## src/shared/aopc_pkg.sv

```systemverilog
// Purpose: shared constants and types for the converter control block
// Assumes: 125 MHz sample clock, 8-bit serial address and data
// Notes: register offsets for bits with no printed offset are local picks
package aopc_pkg;
  localparam int AOPC_DW = 12;
  localparam logic [7:0] ADDR_RESET = 8'h00;
  localparam logic [7:0] ADDR_PERF_GEN = 8'h03;
  localparam logic [7:0] ADDR_FORMAT = 8'h3D;
  localparam logic [7:0] ADDR_LATENCY = 8'h42;
  localparam logic [7:0] ADDR_PDN = 8'h3F;
  localparam logic [7:0] ADDR_OFFS = 8'hCF;
  localparam logic [7:0] ADDR_PERF_HF = 8'h4A;
  localparam int BIT_SWRESET = 7;
  localparam int BIT_FMT_OB = 0;
  localparam int BIT_FMT_CMOS = 1;
  localparam int BIT_FAST_OFF = 0;
  localparam int BIT_FULL_SLEEP = 0;
  localparam int BIT_CORE_SLEEP = 1;
  localparam int BIT_OUTBUF_OFF = 2;
  localparam int BIT_OFFS_EN = 7;
  localparam int BIT_OFFS_HOLD = 6;
  localparam int TC_LSB = 0;
  localparam logic [3:0] TC_MAX = 4'hB;
  localparam logic [7:0] PERF_RST = 8'h00;
  localparam int FAST_LAT = 10;
  localparam int SLOW_LAT = 16;
  localparam int CLK_MHZ = 125;
  localparam int WAKE_FULL_US = 100;
  localparam int WAKE_CORE_US = 5;
  localparam int WAKE_BUF_NS = 100;
  localparam int WAKE_FULL_CYC = WAKE_FULL_US * CLK_MHZ;
  localparam int WAKE_CORE_CYC = WAKE_CORE_US * CLK_MHZ;
  localparam int WAKE_BUF_CYC = (WAKE_BUF_NS * CLK_MHZ + 999) / 1000;
  localparam int SLOW_CLK_CYC = CLK_MHZ;
  localparam logic [11:0] POS_FS_OB = 12'hFFF;
  localparam logic [11:0] NEG_FS_OB = 12'h000;
  localparam logic [11:0] POS_FS_2C = 12'h7FF;
  localparam logic [11:0] NEG_FS_2C = 12'h800;
  localparam int MIN_MCYC_LOG2 = 20;
  typedef enum logic [1:0] {
    PIN_GND = 2'h0, PIN_3_8 = 2'h1, PIN_5_8 = 2'h3, PIN_FULL = 2'h2
  } aopc_lvl_e;
  typedef enum logic [1:0] {
    PW_RUN = 2'h0, PW_SLEEP = 2'h1, PW_WAKE = 2'h3
  } aopc_pw_e;
  typedef struct packed {
    logic valid;
    logic [7:0] addr;
    logic [7:0] data;
  } aopc_wr_s;
  typedef struct packed {
    logic [11:0] data;
    logic ovrPos;
    logic ovrNeg;
  } aopc_smp_s;
endpackage

```

## src/rtl/aopc_ctrl.sv

```systemverilog
// Purpose: offset loop, power modes, output format and tuning registers
// Assumes: one sample per clk; raw sample and overrange come from the core
// Notes: offset scaling uses a shift by the time-constant code
// Contract
// - loop estimates and cancels dc offset up to ten millivolts
// - when enabled with the fast path off, estimate updates and is subtracted every sample
// - 4-bit code n selects 2^n mega-cycles; 1100-1111 reserved
// - hold bit freezes estimate, last value still applied
// - after reset correction off and fast path active
// - full sleep powers all down, outputs hi-z, 100 us wake
// - core sleep powers converter only, 5 us wake
// - buffer-off bit or enable pin tristate outputs, 100 ns wake
// - clock below 1 MSPS forces low-power state
// - twos complement or offset binary from register or pin
// - overdrive gives full scale of matching polarity
// - four-level pin selects format and interface
// - output buffers off while buffer-enable pin low
// - reset pin high makes serial data pin a standby control
// - tuning registers writable only over serial interface
// - each 12-bit sample leaves with a synchronous output clock
// - fast path: raw result after 10 cycles, offset correction bypassed, overdrive still forced
// - serial word: 16 bits on falling edges, address then data
`timescale 1ns/100ps
module aopc_ctrl (
  input wire logic clk,
  input wire logic rst_n,
  input wire logic resetPin,
  input wire logic serialSelectPinN,
  input wire logic serialClkPin,
  input wire logic serialInPin,
  input wire logic [1:0] formatIfaceSelectPin,
  input wire logic parallelCfg,
  input wire logic outbufEnablePin,
  input wire logic slowClk,
  input wire aopc_pkg::aopc_smp_s rawSample,
  output logic [11:0] dataOut,
  output logic dataOe,
  output logic outClk,
  output logic cmosMode,
  output logic convPowered,
  output logic refPowered,
  output logic lowPower,
  output logic dataValid,
  output logic [7:0] perfTuneGeneral,
  output logic [7:0] perfTuneHighFreq
);
  import aopc_pkg::*;
  logic [2:0] s1_r, s2_r;
  logic [2:0] p1_r, p2_r;
  logic [1:0] lv1_r, lv2_r;
  logic rstPinD_r;
  aopc_wr_s wr;
  logic fmtOb_r, fmtCmos_r, fastOff_r, fullSleep_r, coreSleep_r, bufOff_r;
  logic offsEn_r, offsHold_r;
  logic [3:0] tc_r;
  logic [7:0] perfGen_r, perfHf_r;
  logic signed [47:0] acc_r;
  logic [11:0] pipe_r [SLOW_LAT];
  logic [11:0] out_r;
  logic oe_r, ck_r, cmos_r, conv_r, ref_r, lp_r, val_r;
  aopc_pw_e pw_r;
  logic [16:0] wake_r;
  logic [6:0] bufWake_r;
  logic wasFull_r;
  // pins cross in from outside the clock domain
  always_ff @(posedge clk) begin
    if (!rst_n) begin
      s1_r <= 3'h0; s2_r <= 3'h0; p1_r <= 3'h0; p2_r <= 3'h0;
      lv1_r <= 2'h0; lv2_r <= 2'h0;
    end else begin
      s1_r <= {serialSelectPinN, serialClkPin, serialInPin};
      s2_r <= s1_r;
      p1_r <= {resetPin, outbufEnablePin, slowClk};
      p2_r <= p1_r;
      lv1_r <= formatIfaceSelectPin;
      lv2_r <= lv1_r;
    end
  end
  wire pinReset = p2_r[2];
  wire bufPin = p2_r[1];
  wire slowDet = p2_r[0];
  // serial pins only mean a bus while reset pin is low
  wire serialMode = ~pinReset;
  aopc_serial_rx u_rx (
    .clk(clk),
    .rst_n(rst_n),
    .selN(s2_r[2] | ~serialMode),
    .sclk(s2_r[1]),
    .sdin(s2_r[0]),
    .wr(wr)
  );
  wire hwReset = pinReset & ~rstPinD_r;
  wire wrEn = wr.valid & serialMode;
  wire swReset = wrEn && wr.addr == ADDR_RESET && wr.data[BIT_SWRESET];
  wire regReset = !rst_n || hwReset || swReset;
  wire pinStandby = pinReset & s2_r[0];
  always_ff @(posedge clk) begin
    if (!rst_n) rstPinD_r <= 1'b0;
    else rstPinD_r <= pinReset;
  end
  // register file; reset pin pulse and soft reset both restore defaults
  always_ff @(posedge clk) begin
    if (regReset) begin
      fmtOb_r <= 1'b0; fmtCmos_r <= 1'b0; fastOff_r <= 1'b0;
      fullSleep_r <= 1'b0; coreSleep_r <= 1'b0; bufOff_r <= 1'b0;
      offsEn_r <= 1'b0; offsHold_r <= 1'b0; tc_r <= 4'h0;
      perfGen_r <= PERF_RST; perfHf_r <= PERF_RST;
    end else if (wrEn) begin
      case (wr.addr)
        ADDR_FORMAT: begin
          fmtOb_r <= wr.data[BIT_FMT_OB];
          fmtCmos_r <= wr.data[BIT_FMT_CMOS];
        end
        ADDR_LATENCY: fastOff_r <= wr.data[BIT_FAST_OFF];
        ADDR_PDN: begin
          fullSleep_r <= wr.data[BIT_FULL_SLEEP];
          coreSleep_r <= wr.data[BIT_CORE_SLEEP];
          bufOff_r <= wr.data[BIT_OUTBUF_OFF];
        end
        ADDR_OFFS: begin
          offsEn_r <= wr.data[BIT_OFFS_EN];
          offsHold_r <= wr.data[BIT_OFFS_HOLD];
          tc_r <= wr.data[TC_LSB +: 4];
        end
        ADDR_PERF_GEN: perfGen_r <= wr.data;
        ADDR_PERF_HF: perfHf_r <= wr.data;
        default: ;
      endcase
    end
  end
  // format source: pin in parallel configuration, register otherwise
  wire pinOb = lv2_r == PIN_5_8 || lv2_r == PIN_FULL;
  wire pinCmos = lv2_r == PIN_3_8 || lv2_r == PIN_5_8;
  wire useOb = parallelCfg ? pinOb : fmtOb_r;
  wire useCmos = parallelCfg ? pinCmos : fmtCmos_r;
  // offset loop in offset-binary domain; reserved codes clamp to slowest
  wire [3:0] tcUse = (tc_r > TC_MAX) ? TC_MAX : tc_r;
  wire [4:0] shAmt = 5'(MIN_MCYC_LOG2 - 12) + {1'b0, tcUse};
  wire loopOn = fastOff_r & offsEn_r;
  wire signed [12:0] rawS = $signed({1'b0, rawSample.data ^ 12'h800});
  // 48-bit sum so a full-scale offset at the slowest code (2^31 cycles) cannot wrap
  wire signed [47:0] est = acc_r >>> (5'd12 + shAmt);
  wire signed [47:0] err = {{35{rawS[12]}}, rawS} - 48'sd2048 - est;
  wire signed [47:0] corr = {{35{rawS[12]}}, rawS} - est;
  wire [11:0] corrSat = corr > 48'sd4095 ? 12'hFFF : corr < 0 ? 12'h000 : corr[11:0];
  always_ff @(posedge clk) begin
    if (regReset || !offsEn_r) acc_r <= 48'sd0;
    else if (loopOn && !offsHold_r) acc_r <= acc_r + err;
  end
  // processed sample: offset removed then overdrive forced to full scale
  wire [11:0] procOb = loopOn ? corrSat : rawS[11:0];
  wire [11:0] procFmt = useOb ? procOb : procOb ^ 12'h800;
  wire [11:0] posFs = useOb ? POS_FS_OB : POS_FS_2C;
  wire [11:0] negFs = useOb ? NEG_FS_OB : NEG_FS_2C;
  wire [11:0] rawFmt = useOb ? rawS[11:0] : rawSample.data;
  wire [11:0] pathIn = rawSample.ovrPos ? posFs : rawSample.ovrNeg ? negFs
                      : (fastOff_r ? procFmt : rawFmt);
  generate
    for (genvar i = 0; i < SLOW_LAT; i++) begin : g_pipe
      always_ff @(posedge clk) begin
        if (!rst_n) pipe_r[i] <= 12'h000;
        else pipe_r[i] <= (i == 0) ? pathIn : pipe_r[(i == 0) ? 0 : i - 1];
      end
    end
  endgenerate
  wire [11:0] tapOut = fastOff_r ? pipe_r[SLOW_LAT - 2] : pipe_r[FAST_LAT - 2];
  // power sequencing, wake counters
  wire sleepReq = fullSleep_r | coreSleep_r | pinStandby | slowDet;
  always_ff @(posedge clk) begin
    if (regReset) begin
      pw_r <= PW_RUN;
      wake_r <= 17'h00000;
    end else begin
      case (pw_r)
        PW_RUN: if (sleepReq) pw_r <= PW_SLEEP;
        PW_SLEEP: if (!sleepReq) begin
          pw_r <= PW_WAKE;
          wake_r <= (fullSleep_r | wasFull_r) ? 17'(WAKE_FULL_CYC) : 17'(WAKE_CORE_CYC);
        end
        PW_WAKE: if (sleepReq) pw_r <= PW_SLEEP;
          else if (wake_r <= 17'h00001) pw_r <= PW_RUN;
          else wake_r <= wake_r - 17'h00001;
        default: pw_r <= PW_RUN;
      endcase
    end
  end
  // full-sleep wake time set on entry since the bit is already clear at exit
  always_ff @(posedge clk) begin
    if (regReset) wasFull_r <= 1'b0;
    else if (pw_r == PW_RUN) wasFull_r <= 1'b0;
    else if (fullSleep_r) wasFull_r <= 1'b1;
  end
  wire bufDis = bufOff_r | ~bufPin | fullSleep_r;
  always_ff @(posedge clk) begin
    if (regReset) bufWake_r <= 7'h00;
    else if (bufDis) bufWake_r <= 7'(WAKE_BUF_CYC);
    else if (bufWake_r != 7'h00) bufWake_r <= bufWake_r - 7'h01;
  end
  always_ff @(posedge clk) begin
    if (!rst_n) begin
      out_r <= 12'h000; oe_r <= 1'b0; ck_r <= 1'b0; cmos_r <= 1'b0;
      conv_r <= 1'b0; ref_r <= 1'b0; lp_r <= 1'b0; val_r <= 1'b0;
    end else begin
      out_r <= tapOut;
      oe_r <= ~bufDis && bufWake_r == 7'h00;
      ck_r <= ~ck_r;
      cmos_r <= useCmos;
      conv_r <= ~(fullSleep_r | coreSleep_r | pinStandby | slowDet);
      ref_r <= ~fullSleep_r;
      lp_r <= slowDet;
      val_r <= pw_r == PW_RUN && !wasFull_r && !sleepReq;
    end
  end
  assign dataOut = out_r;
  assign dataOe = oe_r;
  assign outClk = ck_r;
  assign cmosMode = cmos_r;
  assign convPowered = conv_r;
  assign refPowered = ref_r;
  assign lowPower = lp_r;
  assign dataValid = val_r;
  assign perfTuneGeneral = perfGen_r;
  assign perfTuneHighFreq = perfHf_r;
endmodule // aopc_ctrl

```

## src/rtl/aopc_serial_rx.sv

```systemverilog
// Purpose: three-wire serial write receiver, 16-bit address/data words
// Assumes: serial pins already pass two flip-flops in the caller
// Notes: excess bits of a partial word are dropped when select rises
`timescale 1ns/100ps
module aopc_serial_rx (
  input wire logic clk,
  input wire logic rst_n,
  input wire logic selN,
  input wire logic sclk,
  input wire logic sdin,
  output aopc_pkg::aopc_wr_s wr
);
  import aopc_pkg::*;
  logic sclkD_r;
  logic [3:0] cnt_r;
  logic [14:0] sh_r;
  aopc_wr_s wr_r;
  wire fallEdge = sclkD_r & ~sclk & ~selN;
  wire wordDone = fallEdge && cnt_r == 4'hF;
  always_ff @(posedge clk) begin
    if (!rst_n) begin
      sclkD_r <= 1'b0;
      cnt_r <= 4'h0;
      sh_r <= 15'h0000;
      wr_r <= '0;
    end else begin
      sclkD_r <= sclk;
      wr_r.valid <= wordDone;
      if (selN) cnt_r <= 4'h0;
      else if (fallEdge) begin
        cnt_r <= cnt_r + 4'h1;
        sh_r <= {sh_r[13:0], sdin};
      end
      if (wordDone) begin
        wr_r.addr <= sh_r[14:7];
        wr_r.data <= {sh_r[6:0], sdin};
      end
    end
  end
  assign wr = wr_r;
endmodule // aopc_serial_rx

```

## config.mk

```make
export PLATFORM = sky130hd
export DESIGN_NAME = aopc_ctrl
export DESIGN_NICKNAME = d
export VERILOG_FILES = /design/src/shared/aopc_pkg.sv /design/src/rtl/aopc_ctrl.sv /design/src/rtl/aopc_serial_rx.sv
export SDC_FILE = /design/constraint.sdc
export NUM_CORES = 1
export LEC_CHECK = 0
export ABC_AREA = 0
export BUFFER_PORTS_ARGS = -buffer_cell sky130_fd_sc_hd__buf_2
export CAP_MARGIN = 20
export CORE_MARGIN = 5
export CORE_UTILIZATION = 32
export DETAILED_ROUTE_END_ITERATION = 8
export PLACE_DENSITY = 0.57
export SYNTH_ARGS = -nofsm -noshare
export SYNTH_HDL_FRONTEND = slang
export SYNTH_SLANG_ARGS = --single-unit
```

## constraint.sdc

```tcl
create_clock -name clk -period 5.8 [get_ports clk]
set_input_delay 0.87 -clock clk [delete_from_list [all_inputs] [get_ports clk]]
set_output_delay 0.87 -clock clk [all_outputs]
set_load 0.01 [all_outputs]
```

==> results of run 1 <==
==> worst min-delay path by stage <==
stage	end	cells after the start
final	pipe_r[1][0]	1
after global routing	pipe_r[0][91]	1
after CTS	pipe_r[1][0]	1
after detailed placement	outClk	1
after global placement	outClk	1
after floorplan	bufWake_r[6]	2
==> layer usage <==
layer,vias up,wire length (µm)
met1,6371,20300
met4,0,784
met3,61,2220
met5,-,0
met2,276,19200
li1,6817,-
==> stage by stage <==
step | std cells | worst slack (ns) | total power, W
final | 2819 | 0.253 | 0.00533
after CTS | 2816 | 0.0540 | 0.00541
after floorplan | 2015 | 0.522 | 0.00293
after detailed placement | 2753 | 0.0925 | 0.00306
after global routing | 2818 | -0.0166 | 0.00558
after global placement | 2752 | 0.166 | 0.00305
==> cell families (layout without fill, tap and decap cells) <==
group                    after synthesis  count (layout)  share of synthesized area
XOR/XNOR                              66              66                     0.0326
buffers and inverters                252             306                     0.0551
adder cells (fa/ha/maj)              112             112                     0.0995
flip-flops                           356             356                      0.403
AO/OA/AOI/OAI                        395             396                      0.143
other                                  0               1                          0
multiplexers                          96              96                     0.0572
AND/OR/NAND/NOR                      738             738                      0.210
==> synth_stat cells, drive strengths merged, types with 15 or more instances <==
cell	number	area [µm²]
a21boi	32	240
a21o	32	240
a21oi	136	692
a31oi	16	100
and2	203	1270
buf	16	90.1
clkbuf	86	323
dfxtp	356	7130
fa	48	961
ha	64	801
inv	149	559
mux2i	84	845
nand2	218	818
nand3	34	170
nand4	15	93.8
nor2	137	514
nor2b	31	196
nor3	21	105
o21ai	76	380
or3	16	100
xnor2	45	394
xor2	21	184
==> repair_timing <==
| action | CTS | global route |
|---|---|---|
| gates resized for setup | 0 | 11 |
| setup endpoints to repair | 0 | 16 |
| setup buffers | 0 | 1 |
==> power breakdown <==
| part | internal (W) | switching [W] | total [W] |
|---|---|---|---|
| registers | 0.00248 | 0.0000132 | 0.00249 |
| clock network | 0.00135 | 0.000980 | 0.00233 |
| logic | 0.000211 | 0.000303 | 0.000514 |
==> layout by cell type, fill, tap and decap left out, drive strengths merged, types with 64 or more instances in the layout <==
cell,Yosys,final
dfxtp,356,356
and2,203,203
o21ai,76,76
a21oi,136,137
nand2,218,218
ha,64,64
mux2i,84,84
inv,149,153
nor2,137,137
buf,16,93
==> state kept, by name, indices dropped and copies added (netlist names), 8 cells and up <==
register	count
pipe_r	180
acc_r	48
u_rx.wr	17
wake_r	17
u_rx.sh_r	15
dataOut	12
perfTuneGeneral	8
perfTuneHighFreq	8
==> area by class of cell <==
| class | count | area, µm² |
|---|---|---|
| inverter | 150 | 563 |
| timing repair buffer | 93 | 594 |
| clock inverter | 12 | 116 |
| fill | 5589 | 34900 |
| sequential | 356 | 7130 |
| antenna | 1 | 2.50 |
| multi-input combinational | 1408 | 9660 |
| clock buffer | 51 | 1070 |
| tap | 748 | 936 |
==> critical path, stage by stage, from the launching register on <==
cell,delay [ns]
dfxtp_2,0.49
a21o_1,0.20
buf_12,0.20
mux2i_1,0.31
nor2_1,0.07
o21ai_0,0.16
o211ai_1,0.14
o21ai_0,0.22
buf_4,0.22
fa_1,0.42
ha_1,0.38
a21o_1,0.18
a21o_1,0.17
a21o_1,0.22
a221o_1,0.33
a211oi_1,0.22
buf_4,0.19
o21bai_1,0.15
a21oi_2,0.23
a21oi_1,0.15
and2_1,0.19
o21ai_0,0.20
mux2i_1,0.21
o311ai_0,0.13
==> summary.txt, run 1 <==
Synthesis
  • Ys async rst share: 0
  • EDFF count, synth: 0
  • Mapped Cells: 2015
  • Yosys reg bits: 356
  • Sequential share of the synthesized area: 0.403
  • Syn_area_per_cell: 8.79 µm²
  • Synth cell types: 79
  • Synth warn: 0
  • Synthesized Nets: 2152
  • Mapped Area: 17700 µm²
  • Main flop type after synthesis: dfxtp_1

Power and ir drop
  • VDD IR max: 0.000228 V
  • Leak: 8.22 nW
  • Power density over the cells: 266 nW/µm²

Die
  • Die height: 245 µm
  • Die area: 60100 µm²
  • Die span in x: 245 µm
  • FP Rows: 86
  • Starting Density: 0.322
  • I/O pin count: 60
  • Std-Cell Core Area: 55000 µm²

CTS
  • Worst-Skew Late Latency: 0.54 ns
  • Max H-tree Level: 2
  • CTS clock-pin slew for the worst setup and hold paths: 0.06 ns
  • Clock Tree Buf Depth: 3
  • Clk sink count: 356
  • Hold buffer count at CTS: 0
  • CTS tree: built
  • CTS buffer count: 38
  • Root Driver: clkbuf_16

Finish
  • Finished Core Util: 0.365
  • Post-route cell area: 20100 µm²
  • Nets: 2184
  • P&R area growth vs syn: 13.4%
  • Fraction of layout cells with a size suffix above 1: 0.0932

Hold path
  • Worst hold path class: reg2reg
  • Worst hold path startpoint: pipe_r[0][84]

GRT
  • Largest net degree at the start of global routing: 135
  • Met2 Resource Use GR: 0.225
  • Overflow after GRT: 0
  • Number of global-route vias before repair: 13002
  • Met3 GRT Util: 0.0236
  • First-pass GRT wire length: 68900 µm
  • Total Routing Usage GR: 0.137
  • Global route hottest layer: met2
  • Met1 Resource Use GR: 0.191
  • Initial antenna violation count: 1

Route
  • Initial detailed-routing violation count: 879
  • Initial DRT Pass Iterations: 5
  • Vias per cell: 4.80
  • Routed wire length: 42500 µm
  • Post-route DRC violation count: 0
  • Post-route ant nets: 0
  • DR WL/cell: 15.1 µm
  • Routed vias: 13525

STA
  • Relative slew slack: 0.355
  • Slew Limit Fails: 0
  • Hold WS: 0.411 ns
  • Count of final setup violators: 0
  • Worst Skew: 0.0238 ns
  • Worst Tran Pin Value: 0.967 ns
  • Crit share post-route: 0.956
  • Clock period minus worst slack: 5.55 ns
  • Final hold vios: 0
  • Setup TNS: 0 ns
  • Fmax: 180 MHz

Placement
  • # port buffers: 59
  • Final GP Congestion: 0.888
  • Final HPWL DP: 30900 µm
  • Post-DP Area: 18800 µm²

Worst setup path
  • R2R depth: 23
  • CP startpoint: tc_r[3]
  • CP endpoint: acc_r[41]
  • R2r setup slk: 0.25 ns
  • Startpoint types: register
  • Largest fanout on the critical path: 26
  • R2r startpoint: tc_r[3]
  • Worst r2r dst: acc_r[41]
  • CP Data Arrival Time: 5.94 ns
  • CP Capture Type: register
  • Req. time, crit path: 6.19 ns
  • Worst Setup Path Type: reg2reg

Status
  • Outcome: complete, no violations

Flow run
  • Max-Cap Viols: 0
No activity file was read; power rests on OpenSTA's default activity.
==> inputs of run 2 (changes only) <==
--- a/config.mk
+++ b/config.mk
@@ -11,4 +11,5 @@
 export CORE_MARGIN = 5
 export CORE_UTILIZATION = 32
+export CTS_CLUSTER_SIZE = 30
 export DETAILED_ROUTE_END_ITERATION = 8
 export PLACE_DENSITY = 0.57
==> constraint.sdc (replaced) <==
create_clock -name clk -period 5.8 [get_ports clk]
set_input_delay 1.45 -clock clk [delete_from_list [all_inputs] [get_ports clk]]
set_output_delay 1.45 -clock clk [all_outputs]
set_load 0.01 [all_outputs]
==> summary.txt, run 2 (synthesized netlist as in run 1, its figures left out) <==
Status
  • Outcome: complete, no violations (unchanged)

Power and ir drop
  • Psw: 0.00134 W (was 0.00130 W)
  • Seq pwr share: 0.463 (was 0.467)
  • Leak: 8.26 nW (was 8.22 nW)
  • Clock Power Share: 0.441 (was 0.436)
  • PnR Total Power: 0.00538 W (was 0.00533 W)
  • Int Pwr: 0.00404 W (about the same)
  • VDD IR max: 0.000173 V (was 0.000228 V)
  • Switching Fraction: 0.249 (was 0.243)
  • Combinational fraction of design power: 0.096 (about the same)
  • Power density over the cells: 266 nW/µm² (about the same)

Worst setup path
  • Startpoint types: register (unchanged)
  • R2R depth: 18 (was 23)
  • Req. time, crit path: 6.29 ns (was 6.19 ns)
  • Worst r2r dst: acc_r[44] (was acc_r[41])
  • Largest fanout on the critical path: 6 (was 26)
  • CP Capture Type: register (unchanged)
  • Worst Setup Path Type: reg2reg (unchanged)
  • R2r setup slk: 0.32 ns (was 0.25 ns)
  • R2r startpoint: tc_r[2] (was tc_r[3])
  • CP Data Arrival Time: 5.97 ns (was 5.94 ns)

Route
  • Post-route ant nets: 0 (unchanged)
  • Initial DRT Pass Iterations: 5 (unchanged)
  • Routed wire length: 43100 µm (was 42500 µm)
  • Initial detailed-routing violation count: 902 (was 879)
  • Routed vias: 13725 (was 13525)
  • Vias per cell: 4.85 (was 4.80)
  • Post-route DRC violation count: 0 (unchanged)
  • DR WL/cell: 15.2 µm (was 15.1 µm)

Finish
  • Most frequent cells in the layout: dfxtp_1, nand2_1, and2_1, inv_1, nor2_1 (unchanged)
  • Finished Core Util: 0.367 (was 0.365)
  • Filler Cell Count: 5558 (was 5589)
  • Register area: 7130 µm² (about the same)
  • P&R area growth vs syn: 14.1% (was 13.4%)
  • Non-filler cells in the finished layout: 2830 (was 2819)
  • Number of flip-flops in the largest register: 180 (unchanged)
  • Most common cell after layout, fill and taps aside: dfxtp_1 (unchanged)
  • Fraction of layout cells with a size suffix above 1: 0.0975 (was 0.0932)
  • Leading registers by flop count: pipe_r: 180 flops, acc_r: 48 flops (unchanged)
  • Multi-input gate area: 9680 µm² (was 9660 µm²)
  • Nets: 2189 (was 2184)
  • Top reg by flops: pipe_r (unchanged)

STA
  • Slew Limit Fails: 0 (unchanged)
  • Setup TNS: 0 ns (unchanged)
  • Worst Skew: 0.0376 ns (was 0.0238 ns)
  • Fin worst setup slack: 0.318 ns (was 0.253 ns)
  • Final hold vios: 0 (unchanged)
  • Crit share post-route: 0.945 (was 0.956)
  • Relative slew slack: 0.335 (was 0.355)
  • Clock period minus worst slack: 5.48 ns (was 5.55 ns)
  • Count of final setup violators: 0 (unchanged)
  • Fmax: 182 MHz (was 180 MHz)
  • Worst Tran Pin Value: 0.984 ns (was 0.967 ns)

CTS
  • Max H-tree Level: 2 (unchanged)
  • Root Driver: clkbuf_16 (unchanged)
  • Worst-Skew Late Latency: 0.57 ns (was 0.54 ns)
  • CTS tree: built (unchanged)
  • Clock Tree Buf Depth: 3 (unchanged)
  • Clk sink count: 356 (unchanged)
  • CTS buffer count: 39 (was 38)
  • Hold buffer count at CTS: 0 (unchanged)
  • CTS clock-pin slew for the worst setup and hold paths: 0.06 ns (about the same)

GRT
  • Overflow after GRT: 0 (unchanged)
  • Total Routing Usage GR: 0.141 (was 0.137)
  • Met3 GRT Util: 0.0290 (was 0.0236)
  • Met1 Resource Use GR: 0.197 (was 0.191)
  • Largest net degree at the start of global routing: 155 (was 135)
  • Number of global-route vias before repair: 13103 (was 13002)
  • First-pass GRT wire length: 70100 µm (was 68900 µm)
  • Global route hottest layer: met2 (unchanged)
  • Met2 Resource Use GR: 0.224 (was 0.225)
  • Initial antenna violation count: 1 (unchanged)

Die
  • Die span in x: 245 µm (unchanged)
  • I/O pin count: 60 (unchanged)
  • Die height: 245 µm (unchanged)
  • Starting Density: 0.322 (unchanged)
  • Die area: 60100 µm² (unchanged)
  • FP Rows: 86 (unchanged)
  • Std-Cell Core Area: 55000 µm² (unchanged)

Flow run
  • Max-Cap Viols: 0 (unchanged)

Placement
  • Placed cells: 2756 (was 2753)
  • Pre-CTS WS: -0.0237 ns (was 0.0925 ns)
  • Final GP Congestion: 0.878 (was 0.888)
  • # port buffers: 59 (unchanged)
  • Final HPWL DP: 30900 µm (about the same)

Hold path
  • WHS Path Cells: 1 (unchanged)
  • Worst hold path startpoint: pipe_r[0][84] (unchanged)
  • Worst hold path class: reg2reg (unchanged)
  • Hold-critical path endpoint: pipe_r[1][0] (unchanged)
[run 2: cell types whose count changed in the layout (fill, tap and decap cells not counted), sizes merged]
cell      previous run  this run
inv                153       151
clkinv               7         9
bufinv               1         0
clkbuf              51        57
buf                 93        97
clkinvlp             1         3
[run 2: worst max-delay path by stage]
stage                              from        end  cells past startpoint
after floorplan           rawSample[13]  acc_r[46]                     16
after global placement          tc_r[3]  acc_r[41]                     21
after detailed placement        tc_r[3]  acc_r[41]                     21
after CTS                       tc_r[3]  acc_r[46]                     19
after global routing            tc_r[2]  acc_r[40]                     27
final                           tc_r[2]  acc_r[44]                     18
[run 2: through the flow]
stage,hold WS (ns),instance area [µm²]
4_1_cts,0.406,20100
3_5_place_dp,0.400,18800
6_report,0.403,20200
2_1_floorplan,0.410,17700
3_3_place_gp,0.400,18800
5_1_grt,0.437,20200
[run 2: worst max-delay path, cell delays in order (launching register included)]
cell and delay (ns):
dfxtp_1 0.39, buf_4 0.21, mux2_2 0.39, a222oi_1 0.38, mux2i_1 0.21, mux2i_1 0.37
fa_1 0.51, ha_1 0.35, o21a_1 0.16, a21boi_0 0.23, o21ai_0 0.19, a21o_1 0.26
nor2b_1 0.16, o31ai_1 0.40, a21oi_1 0.19, o21ai_0 0.49, a31oi_1 0.19, xor2_1 0.17
o21ai_0 0.13
[run 2: power by group through the flow]
stage	clock network, W	registers, W	logic (W)
4_1_cts	0.00246	0.00249	0.000510
2_1_floorplan	0	0.00254	0.000386
6_report	0.00237	0.00249	0.000517
3_5_place_dp	0	0.00255	0.000506
5_1_grt	0.00257	0.00249	0.000582
3_3_place_gp	0	0.00255	0.000501
[run 2: area by class of cell]
| type | count | area share |
|---|---|---|
| tap | 748 | 0.0463 |
| sequential | 356 | 0.353 |
| antenna | 1 | 0.000124 |
| clock buffer | 57 | 0.0551 |
| clock inverter | 13 | 0.00619 |
| inverter | 150 | 0.0281 |
| multi-input combinational | 1408 | 0.479 |
| timing repair buffer | 97 | 0.0320 |
[run 2: metal layers]
metal  vias to the layer above  wire (µm)
li1                       6831          -
met1                      6499      20900
met2                       335      18900
met3                        60       2370
met4                         0        936
met5                         -          0
[run 2: what timing repair did]
item	4_1_cts	5_1_grt
setup endpoints to repair	1	18
setup buffers	0	1
gates resized for setup	1	19
cloned	0	1
pin swaps	0	1
